## config.mk

```make
export PLATFORM = sky130hd
export DESIGN_NAME = rss_spill_engine
export DESIGN_NICKNAME = d
export VERILOG_FILES = /design/src/verilog/rss_pkg.sv /design/src/verilog/rss_fifo_if.sv /design/src/verilog/rss_fifo.sv /design/src/verilog/rss_spill_engine.sv
export SDC_FILE = /design/constraint.sdc
export NUM_CORES = 2
export LEC_CHECK = 0
export BUFFER_PORTS_ARGS = -buffer_cell sky130_fd_sc_hd__clkbuf_2
export CORE_MARGIN = 2
export CORE_UTILIZATION = 60
export DETAILED_ROUTE_END_ITERATION = 7
export PLACE_DENSITY_LB_ADDON = 0.05
export SYNTH_ARGS = -nofsm -noshare
export SYNTH_HDL_FRONTEND = slang
export SYNTH_SLANG_ARGS = --single-unit
```

## constraint.sdc

```tcl
create_clock -name clk -period 23.3 [get_ports clk]
set_input_delay 1.165 -clock clk [delete_from_list [all_inputs] [get_ports clk]]
set_output_delay 1.165 -clock clk [all_outputs]
set_load 0.03 [all_outputs]
```

## src/verilog/rss_pkg.sv

```systemverilog
// Shared constants and types for the register stack spill engine.
package rss_pkg;
  localparam int          ADDR_W      = 64;     // Backing store address width.
  localparam int          DATA_W      = 64;     // Width of one spilled general register.
  localparam int          PL_W        = 2;      // Width of the spill privilege level field.
  localparam int          STK_REGS    = 96;     // Implemented stacked general registers.
  localparam int          FIFO_DEPTH  = 8;      // Words buffered toward the memory side.
  localparam int          SLOT_LSB    = 3;      // Low bit of the collection slot index in an address.
  localparam int          SLOT_MSB    = 8;      // High bit of the collection slot index in an address.
  localparam int          SLOT_W      = SLOT_MSB - SLOT_LSB + 1;
  localparam logic [5:0]  COLL_SLOT   = 6'h3f;  // Slot index that holds the token collection word.
  localparam logic [8:0]  SLOTS_GROUP = 9'h03f; // Register slots between two collection words.
  localparam logic [63:0] WORD_BYTES  = 64'h8;  // Byte step of the spill pointer.
  localparam int          WORD_SHIFT  = 3;      // Log2 of the byte step.
  localparam logic [63:0] TOKEN_RST   = 64'h0;  // Reset value of the token collection.
  localparam logic [63:0] PTR_RST     = 64'h0;  // Reset value of both stack pointers.
  // Word pushed toward the backing store: address, data, privilege and byte order.
  localparam int          SPILL_W     = ADDR_W + DATA_W + PL_W + 1;
  // Engine sequencer states, one-hot.
  typedef enum logic [1:0] {
    RSS_IDLE  = 2'b01,
    RSS_SPILL = 2'b10
  } rss_state_t;
endpackage : rss_pkg

```

## src/verilog/rss_fifo_if.sv

```systemverilog
// Valid/ready link that carries spill words between the engine and its buffer.
`timescale 1ns/100ps
interface rss_fifo_if #(
  parameter int WIDTH = 8
);
  logic             valid;  // Producer offers a word.
  logic             ready;  // Consumer takes the word this cycle.
  logic [WIDTH-1:0] data;   // The offered word.
  modport src (output valid, output data, input ready);
  modport snk (input valid, input data, output ready);
endinterface : rss_fifo_if

```

## src/verilog/rss_fifo.sv

```systemverilog
// Synchronous FIFO with valid/ready on both sides.
`timescale 1ns/100ps
module rss_fifo #(
  parameter int WIDTH = 8,
  parameter int DEPTH = 8
) (
  input  wire logic             clk,
  input  wire logic             sys_rst,
  rss_fifo_if.snk               inSide,
  output logic                  outValid,
  input  wire logic             outReady,
  output logic [WIDTH-1:0]      outData
);
  localparam int AW = $clog2(DEPTH);

  initial
  begin
    if (DEPTH < 2 || (1 << AW) != DEPTH)
      $error("rss_fifo depth must be a power of two of at least two.");
  end

  logic [WIDTH-1:0] memQ [DEPTH];  // Storage words.
  logic [AW:0]      wrPtrQ;        // Write pointer with wrap bit.
  logic [AW:0]      rdPtrQ;        // Read pointer with wrap bit.
  logic             fullW;         // No room left.
  logic             emptyW;        // Nothing stored.

  assign emptyW       = (wrPtrQ == rdPtrQ);
  assign fullW        = (wrPtrQ[AW] != rdPtrQ[AW]) && (wrPtrQ[AW-1:0] == rdPtrQ[AW-1:0]);
  assign inSide.ready = !fullW;
  assign outValid     = !emptyW;
  assign outData      = memQ[rdPtrQ[AW-1:0]];

  ////////////////////////////////////////////////////////////////////////////
  // Writes store the offered word while room remains.
  always_ff @(posedge clk)
  begin
    if (inSide.valid && !fullW)
      memQ[wrPtrQ[AW-1:0]] <= inSide.data;
  end

  // Pointers advance on each accepted push and pop.
  always_ff @(posedge clk)
  begin
    if (sys_rst)
    begin
      wrPtrQ <= '0;
      rdPtrQ <= '0;
    end
    else
    begin
      if (inSide.valid && !fullW)
        wrPtrQ <= wrPtrQ + 1'b1;
      if (outReady && !emptyW)
        rdPtrQ <= rdPtrQ + 1'b1;
    end
  end
endmodule : rss_fifo

```

## src/verilog/rss_spill_engine.sv

```systemverilog
// Register stack engine that spills stacked registers to the backing store.
`timescale 1ns/100ps
module rss_spill_engine
  import rss_pkg::*;
#(
  parameter int NSTK  = rss_pkg::STK_REGS,
  parameter int DEPTH = rss_pkg::FIFO_DEPTH
) (
  input  wire logic                         clk,
  input  wire logic                         sys_rst,
  input  wire logic                         cmdEnableFrameLoad,
  input  wire logic                         cmdInvalidate,
  input  wire logic                         cmdNewFrame,
  input  wire logic [7:0]                   newFrameSize,
  input  wire logic                         cmdPreserve,
  input  wire logic [7:0]                   preserveSize,
  input  wire logic                         cmdSetSpillPtr,
  input  wire logic [rss_pkg::ADDR_W-1:0]   newSpillPtr,
  input  wire logic [rss_pkg::ADDR_W-1:0]   fillPointer,
  input  wire logic [rss_pkg::PL_W-1:0]     spillPrivilegeLevel,
  input  wire logic                         spillByteOrder,
  input  wire logic                         interruptReq,
  input  wire logic                         spillFault,
  output logic [6:0]                        nextSpillRegister,
  input  wire logic [rss_pkg::DATA_W-1:0]   regReadData,
  input  wire logic                         regReadToken,
  output logic                              cmdReady,
  output logic                              spillFaulted,
  output logic                              currentFrameLoadEnable,
  output logic [rss_pkg::ADDR_W-1:0]        stackTopPointer,
  output logic [rss_pkg::ADDR_W-1:0]        spillPointer,
  output logic [63:0]                       deferredTokenCollection,
  output logic [7:0]                        dirtyCount,
  output logic [7:0]                        cleanCount,
  output logic [7:0]                        invalidCount,
  output logic [7:0]                        frameSize,
  output logic [6:0]                        frameBase,
  output logic                              advLoadTableInval,
  output logic                              memValid,
  input  wire logic                         memReady,
  output logic [rss_pkg::SPILL_W-1:0]       memWord
);
  import rss_pkg::*;

  initial
  begin
    if (NSTK < 2 || NSTK > 127)
      $error("rss_spill_engine supports 2 to 127 stacked registers.");
  end

  ////////////////////////////////////////////////////////////////////////////
  // Helper functions.

  // Adds n to a stacked register index, wrapping within the stack.
  function automatic logic [6:0] wrapAdd(input logic [6:0] idx, input logic [7:0] n);
    logic [8:0] sum;
    sum = {2'b00, idx} + {1'b0, n};
    if (sum >= 9'(NSTK))
      sum = sum - 9'(NSTK);
    return sum[6:0];
  endfunction : wrapAdd

  // Address reached after n register slots, skipping collection words crossed.
  function automatic logic [63:0] addSlots(input logic [63:0] a, input logic [7:0] n);
    logic [8:0] total;
    total = {1'b0, n} + (({3'b000, a[SLOT_MSB:SLOT_LSB]} + {1'b0, n}) / SLOTS_GROUP);
    return a + (64'(total) << WORD_SHIFT);
  endfunction : addSlots

  ////////////////////////////////////////////////////////////////////////////
  // State.

  rss_state_t  stateQ;        // Sequencer state.
  logic [7:0]  pendSizeQ;     // Frame size waiting for room during forced spills.
  logic        faultQ;        // One-cycle fault report.
  logic [5:0]  slotW;         // Collection slot of the current spill address.
  logic        collSlotW;     // Current spill address is the collection word.
  logic [7:0]  growW;         // Registers still missing for a pending frame.
  logic        roomW;         // Invalid plus clean cover the pending growth.
  logic        pushW;         // A spill word is offered this cycle.
  logic        pushTakenW;    // The buffer took the spill word.
  logic [7:0]  fromInvW;      // Growth covered by invalid registers.
  logic        idleW;         // Commands are accepted.

  assign slotW      = spillPointer[SLOT_MSB:SLOT_LSB];
  assign collSlotW  = (slotW == COLL_SLOT);
  assign growW      = (pendSizeQ > frameSize) ? (pendSizeQ - frameSize) : 8'h00;
  assign roomW      = ({1'b0, invalidCount} + {1'b0, cleanCount}) >= {1'b0, growW};
  assign fromInvW   = (invalidCount >= growW) ? growW : invalidCount;
  assign idleW      = (stateQ == RSS_IDLE);
  assign cmdReady   = idleW;
  assign spillFaulted      = faultQ;
  assign nextSpillRegister = wrapAdd(frameBase, 8'(NSTK) - dirtyCount);
  // Only dirty registers, which lie below the frame, and collection words are ever offered.
  assign pushW      = (stateQ == RSS_SPILL) && !roomW && !interruptReq && !spillFault
                      && (collSlotW || dirtyCount != 8'h00);
  // Spill writes carry no request to clear advanced load entries.
  assign advLoadTableInval = 1'b0;

  rss_fifo_if #(.WIDTH(SPILL_W)) pushIf ();

  // Spill word: address, data, then the configured privilege and byte order.
  assign pushIf.valid = pushW;
  assign pushIf.data  = {spillPointer, (collSlotW ? deferredTokenCollection : regReadData),
                         spillPrivilegeLevel, spillByteOrder};
  assign pushTakenW   = pushW && pushIf.ready;

  rss_fifo #(.WIDTH(SPILL_W), .DEPTH(DEPTH)) spillBuf (
    .clk      (clk),
    .sys_rst  (sys_rst),
    .inSide   (pushIf),
    .outValid (memValid),
    .outReady (memReady),
    .outData  (memWord)
  );

  ////////////////////////////////////////////////////////////////////////////
  // Sequencer: a growing frame without room enters forced spilling.
  always_ff @(posedge clk)
  begin
    if (sys_rst)
    begin
      stateQ    <= RSS_IDLE;
      pendSizeQ <= 8'h00;
      faultQ    <= 1'b0;
    end
    else
    begin
      faultQ <= 1'b0;
      case (stateQ)
        RSS_IDLE:
        begin
          // Oversized frames are ignored rather than spilling forever.
          if (!cmdSetSpillPtr && !cmdInvalidate && !cmdPreserve && cmdNewFrame
              && newFrameSize <= 8'(NSTK) && newFrameSize > frameSize
              && ({1'b0, invalidCount} + {1'b0, cleanCount}) < {1'b0, newFrameSize - frameSize})
          begin
            stateQ    <= RSS_SPILL;
            pendSizeQ <= newFrameSize;
          end
        end
        RSS_SPILL:
        begin
          // Room reached, interrupted, or a spill faulted: stop the sequence.
          if (roomW || interruptReq)
            stateQ <= RSS_IDLE;
          else if (spillFault)
          begin
            stateQ <= RSS_IDLE;
            faultQ <= 1'b1;
          end
        end
        default:
          stateQ <= RSS_IDLE;
      endcase
    end
  end

  ////////////////////////////////////////////////////////////////////////////
  // Partition counters, frame size and frame base.
  always_ff @(posedge clk)
  begin
    if (sys_rst)
    begin
      dirtyCount   <= 8'h00;
      cleanCount   <= 8'h00;
      invalidCount <= 8'(NSTK);
      frameSize    <= 8'h00;
      frameBase    <= 7'h00;
    end
    else if (idleW && cmdSetSpillPtr)
    begin
      // Dirty size is kept; clean registers lose their backing copy.
      invalidCount <= invalidCount + cleanCount;
      cleanCount   <= 8'h00;
    end
    else if (idleW && cmdInvalidate)
    begin
      invalidCount <= invalidCount + cleanCount + dirtyCount;
      cleanCount   <= 8'h00;
      dirtyCount   <= 8'h00;
    end
    else if (idleW && cmdPreserve && preserveSize <= frameSize)
    begin
      // The preserved registers become dirty and the base moves past them.
      frameBase  <= wrapAdd(frameBase, preserveSize);
      frameSize  <= frameSize - preserveSize;
      dirtyCount <= dirtyCount + preserveSize;
    end
    else if (idleW && cmdNewFrame && newFrameSize <= 8'(NSTK))
    begin
      // The size is absolute; shrinking frees registers to invalid.
      if (newFrameSize <= frameSize)
      begin
        frameSize    <= newFrameSize;
        invalidCount <= invalidCount + (frameSize - newFrameSize);
      end
      else if ({1'b0, invalidCount} + {1'b0, cleanCount} >= {1'b0, newFrameSize - frameSize})
      begin
        frameSize    <= newFrameSize;
        invalidCount <= invalidCount - ((invalidCount >= newFrameSize - frameSize)
                                        ? (newFrameSize - frameSize) : invalidCount);
        cleanCount   <= cleanCount - ((newFrameSize - frameSize)
                                      - ((invalidCount >= newFrameSize - frameSize)
                                         ? (newFrameSize - frameSize) : invalidCount));
      end
    end
    else if (stateQ == RSS_SPILL && roomW)
    begin
      // Forced spills made room: allocate invalid first, then clean.
      frameSize    <= pendSizeQ;
      invalidCount <= invalidCount - fromInvW;
      cleanCount   <= cleanCount - (growW - fromInvW);
    end
    else if (pushTakenW && !collSlotW)
    begin
      dirtyCount <= dirtyCount - 8'h01;
      cleanCount <= cleanCount + 8'h01;
    end
  end

  ////////////////////////////////////////////////////////////////////////////
  // Stack top and spill pointers.
  always_ff @(posedge clk)
  begin
    if (sys_rst)
    begin
      stackTopPointer <= PTR_RST;
      spillPointer    <= PTR_RST;
    end
    else if (idleW && cmdSetSpillPtr)
    begin
      spillPointer    <= newSpillPtr;
      stackTopPointer <= addSlots(newSpillPtr, dirtyCount);
    end
    else if (idleW && !cmdInvalidate && cmdPreserve && preserveSize <= frameSize)
      stackTopPointer <= addSlots(stackTopPointer, preserveSize);
    else if (pushTakenW)
      spillPointer <= spillPointer + WORD_BYTES;
  end

  // Token bit of each spilled register lands in its slot of the collection.
  always_ff @(posedge clk)
  begin
    if (sys_rst)
      deferredTokenCollection <= TOKEN_RST;
    else if (pushTakenW && !collSlotW)
      deferredTokenCollection[slotW] <= regReadToken;
  end

  // Frame load enable is set when the fill pointer check passes and cleared only by reset; no fill is started.
  always_ff @(posedge clk)
  begin
    if (sys_rst)
      currentFrameLoadEnable <= 1'b0;
    else if (idleW && cmdEnableFrameLoad && fillPointer > stackTopPointer)
      currentFrameLoadEnable <= 1'b1;
  end

  ////////////////////////////////////////////////////////////////////////////
  // Checks.

  partition_sum_a: assert property (@(posedge clk) disable iff (sys_rst)
    ({1'b0, dirtyCount} + cleanCount + invalidCount + frameSize) == 9'(NSTK))
    else $error("Partition counters do not add up to the stacked registers.");

  frame_load_set_a: assert property (@(posedge clk) disable iff (sys_rst)
    idleW && cmdEnableFrameLoad && fillPointer > stackTopPointer |=> currentFrameLoadEnable)
    else $error("Frame load enable not set after a high fill pointer.");

  frame_load_quiet_a: assert property (@(posedge clk) disable iff (sys_rst)
    idleW && cmdEnableFrameLoad && !cmdNewFrame && !cmdSetSpillPtr
    |=> !spillFaulted && cmdReady && $stable(spillPointer))
    else $error("Enabling frame loads caused spill activity.");

  spill_outside_a: assert property (@(posedge clk) disable iff (sys_rst)
    pushW && !collSlotW |-> {1'b0, wrapAdd(nextSpillRegister, 8'(NSTK) - {1'b0, frameBase})} >= frameSize)
    else $error("Spill offered for a register inside the current frame.");

  invalidate_all_a: assert property (@(posedge clk) disable iff (sys_rst)
    idleW && cmdInvalidate && !cmdSetSpillPtr |=> dirtyCount == 8'h00 && cleanCount == 8'h00)
    else $error("Registers outside the frame survived invalidation.");

  preserve_base_a: assert property (@(posedge clk) disable iff (sys_rst)
    idleW && cmdPreserve && !cmdInvalidate && !cmdSetSpillPtr && preserveSize <= frameSize
    |=> frameBase == wrapAdd($past(frameBase), $past(preserveSize)))
    else $error("Frame base not renamed by the preserved count.");

  coll_word_a: assert property (@(posedge clk) disable iff (sys_rst)
    pushW && collSlotW |-> pushIf.data[SPILL_W-ADDR_W-1 -: DATA_W] == deferredTokenCollection)
    else $error("Collection slot did not carry the token collection.");

  ptr_step_a: assert property (@(posedge clk) disable iff (sys_rst)
    pushTakenW |=> spillPointer == $past(spillPointer) + WORD_BYTES)
    else $error("Spill pointer did not advance by one word.");

  reg_step_a: assert property (@(posedge clk) disable iff (sys_rst)
    pushTakenW && !collSlotW |=> dirtyCount == $past(dirtyCount) - 8'h01
    && cleanCount == $past(cleanCount) + 8'h01)
    else $error("Register spill did not move one register to clean.");

  spill_cfg_a: assert property (@(posedge clk) disable iff (sys_rst)
    pushW |-> pushIf.data[PL_W:0] == {spillPrivilegeLevel, spillByteOrder})
    else $error("Spill word lost the configured privilege or byte order.");

  rebase_top_a: assert property (@(posedge clk) disable iff (sys_rst)
    idleW && cmdSetSpillPtr |=> stackTopPointer == addSlots($past(newSpillPtr), dirtyCount)
    && cleanCount == 8'h00)
    else $error("Stack top not rebuilt from the new spill pointer.");
endmodule : rss_spill_engine
```

# Word-level counts from Yosys, hierarchy flattened
# Memory sizes are Yosys's and may differ from the RTL's. A register that Yosys moved wholly into a read port is not among the register bits.
# Index checks and enable logic that the tools add are counted.
dict set report totals {
  ff_bits 251
  ramBits 1048
  input_bits 222
  memories 1
}
dict set report classes {
  add_sub_neg 31
  div_mod_pow 2
  order_cmp 15
  eq_ne 16
  muxes 45
  bitwise_logic 4
  n_reduce_logical 55
}
# name words width read_ports rd_ports_with_merged_regs wr line_no
set memory_table {}
lappend memory_table {spillBuf.memQ 8 131 1 1 1 rss_fifo.sv:22} ;# logic [WIDTH-1:0] memQ [DEPTH];
# cell n
set op_table {}
lappend op_table {{64-bit two-way mux} 6}
lappend op_table {{8-bit two-way mux} 25}
lappend op_table {{64-bit by 12-bit adder with 64-bit output} 2}
lappend op_table {{8-bit subtractor} 10}
lappend op_table {{64-bit by 4-bit adder with 64-bit output, second input constant} 1}
lappend op_table {{64-bit bitwise mux} 1}
lappend op_table {{64-bit greater-than comparator} 1}
lappend op_table {{8-bit adder} 4}
lappend op_table {{1-bit logical AND} 27}
lappend op_table {{6-bit by 8-bit adder with 9-bit output} 2}
lappend op_table {{7-bit by 8-bit adder with 9-bit output} 2}
lappend op_table {{8-bit by 9-bit adder with 9-bit output} 2}
lappend op_table {{9-bit by 6-bit divider with 9-bit output, second input constant} 2}
lappend op_table {{9-bit by 7-bit greater-or-equal comparator with 1-bit output, second input constant} 2}
lappend op_table {{9-bit by 8-bit greater-or-equal comparator with 1-bit output} 2}
lappend op_table {{8-bit greater-or-equal comparator} 2}
lappend op_table {{8-bit greater-than comparator} 2}
lappend op_table {{8-bit <= comparator} 2}
lappend op_table {{7-bit two-way mux} 2}
lappend op_table {{7-bit subtractor, second input constant} 2}
lappend op_table {{4-bit AND reduction} 3}
lappend op_table {{8-bit by 8-bit adder with 9-bit output} 1}
lappend op_table {{1-bit zero test} 9}
lappend op_table {{9-bit by 8-bit less-than comparator with 1-bit output} 1}
lappend op_table {{33 further kinds} 55}

# Depth between registers and ports, before layout
dict set report logic_depth {
  depth_word 15
  mapped_depth 34
}

# Hierarchy
# Synthesis repeated with hierarchy kept, for this count alone.
dict set report unflattened {
  cells_unflattened 4609
  area_unflattened_um2 63412.1
}
# module n_inst cells_each area_per_inst_um2 seq_area_each_um2
set by_module_without_submodules {}
lappend by_module_without_submodules {rss_fifo 1 1599 40057.2 31690.4}
lappend by_module_without_submodules {rss_spill_engine 1 3010 23354.9 4864.7}

# Worst setup path after synthesis
# No wires, ideal clock.
dict set report synth_path {
  path_type {register to register}
  start {reg frameSize[1]}
  end {mem spillBuf.memQ[4][0] (netlist name), enable pin}
  arrival_time_ns 16.998
  slack_ns 5.314
  path_stages_with_launch 16
  n_path_buf 1
  synth_period_minus_slack_ns 17.986
  cell_sequence {dfxtp_1 inv_1 fa_1 a21oi_1 o21ai_0 o211ai_1 a21oi_1 nor2b_1 ha_1 nand2b_1 a211oi_1 o211ai_1 a31oi_2 nand3_4 buf_2 nor4b_1}
}
dict set report synth_via {
  elab_chain_cells 11
  elab_cells_between_ends 12
  classes_between {1 x add/sub; 2 x order compare; 3 x mux; 6 x reduce/logical}
}
# item line_no
set synth_lines {}
lappend synth_lines {{start: declaration} rss_spill_engine.sv:36} ;# output logic [7:0] frameSize,
lappend synth_lines {{start signal: assignment} rss_spill_engine.sv:187} ;# frameSize <= frameSize - preserveSize;
lappend synth_lines {{start signal: assignment} rss_spill_engine.sv:195} ;# frameSize <= newFrameSize;
lappend synth_lines {{start signal: assignment} rss_spill_engine.sv:200} ;# frameSize <= newFrameSize;
lappend synth_lines {{8-bit subtractor or 8-bit greater-than comparator (tied branches)} rss_spill_engine.sv:87} ;# assign growW = (pendSizeQ > frameSize) ? (pendSizeQ - frameSize) : 8'h00;
lappend synth_lines {{8-bit two-way mux (*)} rss_spill_engine.sv:87}
lappend synth_lines {{9-bit by 8-bit greater-or-equal comparator with 1-bit output (*)} rss_spill_engine.sv:88} ;# assign roomW = ({1'b0, invalidCount} + {1'b0, cleanCount}) >= {1'b0, growW};
lappend synth_lines {{1-bit zero test (*)} rss_spill_engine.sv:95} ;# assign pushW = (stateQ == RSS_SPILL) && !roomW && !interruptReq && !spillFault
lappend synth_lines {{1-bit logical AND (*) (3 in a row)} rss_spill_engine.sv:95}
lappend synth_lines {{1-bit logical AND (*)} rss_spill_engine.sv:96} ;# && (collSlotW || dirtyCount != 8'h00);
lappend synth_lines {{1-bit logical AND (*)} rss_fifo.sv:38} ;# if (inSide.valid && !fullW)
lappend synth_lines {{1-bit two-way mux (*)} rss_fifo.sv:38}
lappend synth_lines {{1-bit two-way mux (implied by the code) (*)} rss_fifo.sv:39} ;# memQ[wrPtrQ[AW-1:0]] <= inSide.data;
lappend synth_lines {{end: declaration} rss_fifo.sv:22}
# Every way passes the cells marked *; elsewhere a longest branch is shown, timed or not.

# Worst setup path after layout
dict set report layout_path {
  start {reg dirtyCount[0]}
  end {reg stackTopPointer[21] (netlist name)}
}
dict set report layout_via {
  elab_chain_cells 5
}
# item line_no
set layout_lines {}
lappend layout_lines {{start: declaration} rss_spill_engine.sv:33} ;# output logic [7:0] dirtyCount,
lappend layout_lines {{start signal: assignment} rss_spill_engine.sv:188} ;# dirtyCount <= dirtyCount + preserveSize;
lappend layout_lines {{start signal: assignment} rss_spill_engine.sv:217} ;# dirtyCount <= dirtyCount - 8'h01;
lappend layout_lines {{6-bit by 8-bit adder with 9-bit output} rss_spill_engine.sv:66} ;# total = {1'b0, n} + (({3'b000, a[SLOT_MSB:SLOT_LSB]} + {1'b0, n}) / SLOTS_GROUP);
lappend layout_lines {{9-bit by 6-bit divider with 9-bit output} rss_spill_engine.sv:66}
lappend layout_lines {{8-bit by 9-bit adder with 9-bit output (*)} rss_spill_engine.sv:66}
lappend layout_lines {{64-bit by 12-bit adder with 64-bit output (*)} rss_spill_engine.sv:67} ;# return a + (64'(total) << WORD_SHIFT);
lappend layout_lines {{64-bit two-way mux (*)} rss_spill_engine.sv:231} ;# else if (idleW && cmdSetSpillPtr)
lappend layout_lines {{end signal: assignment} rss_spill_engine.sv:234} ;# stackTopPointer <= addSlots(newSpillPtr, dirtyCount);
lappend layout_lines {{end signal: assignment} rss_spill_engine.sv:237} ;# stackTopPointer <= addSlots(stackTopPointer, preserveSize);
lappend layout_lines {{end: declaration} rss_spill_engine.sv:30} ;# output logic [rss_pkg::ADDR_W-1:0] stackTopPointer,
# Marks and branches as above.
# A chain may end at the register's enable or synchronous reset.

==> key figures <==
Floorplan
  – Core region area: 104000 µm²
  – Overall die height: between 300 and 400 µm
  – DIE AREA: 108000 µm²
  – I/O pin count: about 600
  – Placement Rows: 118
  – Die Span X: 328 µm
  – Effective utilization at floorplan: 60.7%

Clock tree
  – Clk buf depth: 3
  – Sink count of the clock tree: between 1000 and 1500
  – Clk pin slew, worst setup/hold paths: 0.06 ns
  – CTS buffer count: 134
  – Clock root buffer master: clkbuf_16
  – Resized Gates After CTS: 0
  – Clock latency on the worst-skew pair: 0.76 ns
  – Post-cts hold buffer count: 0
  – Setup bufs post-CTS: 0
  – CTS H-Tree Depth: 4
  – TritonCTS clock tree: built

Timing
  – Timing-limited maximum frequency: 127 MHz
  – Relative slew slack: 18.3%
  – Final setup violation count: 0
  – Minimum period implied by the final worst setup slack: 7.88 ns
  – Number of hold violations in the final report: 0
  – Unrepaired setup endpoints after global routing: false
  – Minimum hold slack: around 0.48 ns
  – Aggregate negative setup slack: 0 ns
  – Least-Margin Pin Slew: 1.22 ns
  – Final clock period utilization by the worst path: between 30% and 40%
  – Max Clock Skew: about 0.026 ns
  – Number of max-slew violations in the final report: 0

Cells and area
  – Share of cells above drive strength 1: between 20% and 30%
  – Fin nets: approximately 5800
  – Area delta synth->final: 13.4%
  – Core utilization of the finished layout: 68.8%
  – Fill cell total of the finished layout: 7399
  – Post-route cell area: roughly 70000 µm²

Synthesis
  – Largest cells by area after synthesis: edfxtp_1 50%, mux4_2 9.4%, dfxtp_1 8.1%
  – Fraction of the yosys area taken by sequential cells: 58.0%
  – Yosys reg bits: about 1300
  – Gate count after technology mapping: 4759
  – Most numerous cell types in the synthesized netlist: 1048 x edfxtp_1, 534 x nand2_1, 277 x nor2_1
  – Synth area leader: edfxtp_1
  – Area share of the largest cell type after synthesis: 49.9%
  – Syn avg cell area: 13.2 µm²
  – Ys Warns: 0
  – Primary flip-flop cell chosen by synthesis mapping: edfxtp_1
  – Number of enable flip-flop cells after synthesis: 1048
  – Cell with the most instances after synthesis: edfxtp_1
  – Mapped cell area: 63000 µm²
  – Fraction of synthesis flops using an asynchronous set or reset pin: 0%
  – Number of unique standard cell types used by synthesis: 91

Power
  – Pwr Total: 5.40 mW
  – Max VDD drop: 0.0791 mV
  – Standby leakage power: 25.7 nW
  – Cell Pwr Density: around 76 nW/µm²

Setup path
  – Critical Path Source: dirtyCount[0]
  – Largest fanout on the critical path: 12
  – Max stage delay on crit path: 0.59 ns
  – Endpoint type of the worst setup path: register
  – WP depth: 31
  – End of the worst register-to-register path: stackTopPointer[21]
  – Critical Path RT: 23.95 ns
  – Slowest stage cell, crit path: and2_1
  – Crit path launch type: register
  – WP buf/inv: 1
  – R2R cell count: 31
  – Critical path class: register to register
  – Cell type with the highest occurrence count on the critical path: o21ai_0
  – Worst reg-to-reg setup slack: 15.42 ns
  – Cell family with most CP delay: compound AO/OA/AOI/OAI gates
  – WP data arrival: 8.53 ns
  – Reg2reg start: dirtyCount[0]
  – Critical Path End: stackTopPointer[21]

Outcome
  – Status: finished clean

Place
  – Cell area reported after detailed placement: between 60000 and 70000 µm²
  – Estimated wirelength of the detail-placed design: 125000 µm
  – IO Port Bufs: 594
  – Weighted congestion reported at the end of routability-driven placement: ~1

Detailed routing
  – Number of DRC markers after the initial detailed-route iteration: 4585
  – Via count: 42732
  – Per-cell routed wire length: 27.5 µm
  – Wirelength, routed: 186000 µm
  – Remaining DRCs: 0
  – Routed Antenna Nets: 0
  – Number of optimization iterations in the first detailed-route pass: 6
  – Mean number of vias per cell: between 6 and 7

Job
  – Number of max-cap violations: 0

Worst hold path
  – Class of the tightest hold or removal check: register to register

Global routing
  – Pin count of the biggest net entering global routing: about 170
  – GR Util All Layers: about a third
  – Total gr overflow: 0
  – Wire length of the first global-routing pass: 270000 µm
  – Number of antenna violations at the first check in global routing: 36
  – Number of global-route vias before repair: 40854
worst reg2reg max path: cells and delay by family, from the launching register on:
| family | cells | cell delay [ns] |
|---|---|---|
| simple gates | 10 | 1.88 |
| fa+ha+maj | 6 | 1.98 |
| buf+inv | 1 | 0.06 |
| flops | 1 | 0.51 |
| compound gates | 11 | 2.77 |
| xor+xnor | 3 | 0.59 |
power breakdown:
part	internal [mW]	switching, mW
clock	1.25	0.915
combinational	0.240	0.408
sequential	2.53	0.0584
total	4.02	1.38
sequential cells by signal (all words and copies together) (netlist names), 8 cells and up, named ones only:
signal and flops:
cleanCount 8, spillBuf.memQ 1048, stackTopPointer 64, deferredTokenCollection 64
spillPointer 64, frameSize 8, invalidCount 8, pendSizeQ 8
dirtyCount 8
cell families after synthesis:
family	synth area share [%]
AND/OR/NAND/NOR	9.87
multiplexers	12.1
other	0.00595
flip-flops	58.0
buffers and inverters	3.35
AO/OA/AOI/OAI	7.03
adder cells (fa/ha/maj)	5.96
XOR/XNOR	3.72
cells in the final DEF (no fill, tap or decap), types with 24 or more instances in the layout:
master	instances
ha_1	241
a211oi_1	84
clkbuf_16	139
o21ai_0	152
nand2b_1	25
nor3_1	55
and2_1	25
xor2_1	84
o21a_1	25
mux2_2	134
nor4_1	24
nand3_1	124
nor2b_1	35
fa_1	37
xnor2_1	182
a21o_1	49
edfxtp_1	1048
inv_1	213
and3_1	36
nand2_1	533
clkbuf_2	593
o22ai_1	26
a21oi_1	198
nand4_1	66
nor2_1	276
clkbuf_1	42
dfxtp_1	251
buf_4	52
mux4_2	262
area by class of cell:
cell class | count | area, µm² | area share, %
Clock inverter | 54 | 659 | 0.922
Sequential cell | 1302 | 36600 | 51.1
Tap cell | 1380 | 1730 | 2.41
Timing Repair Buffer | 651 | 3470 | 4.85
Inverter | 215 | 807 | 1.13
Clock buffer | 191 | 3770 | 5.28
Multi-Input combinational cell | 2971 | 24500 | 34.2
Antenna cell | 20 | 50.0 | 0.0700
through the flow:
stage	worst slack [ns]	instances
3_5_place_dp	14.97	6519
6_report	15.42	6784
5_1_grt	14.72	6771
3_3_place_gp	15.06	6519
2_1_floorplan	5.31	4761
4_1_cts	15.64	6764
how the worst min path moves through the flow:
stage                                           start                           to  cells past startpoint
final                     deferredTokenCollection[28]  deferredTokenCollection[28]                      2
after global routing      deferredTokenCollection[22]  deferredTokenCollection[22]                      2
after CTS                 deferredTokenCollection[28]  deferredTokenCollection[28]                      2
after detailed placement  deferredTokenCollection[24]  deferredTokenCollection[24]                      2
after global placement     deferredTokenCollection[2]   deferredTokenCollection[2]                      2
after floorplan                          pendSizeQ[0]                 pendSizeQ[0]                      2
per-layer routing:
metal	GRT usage, %	share of wire, %
met3	8.35	9.5
met4	12.4	3.8
met5	0	0.096
met1	46.7	40
met2	54.1	47
(Power assumes the default switching activity.)
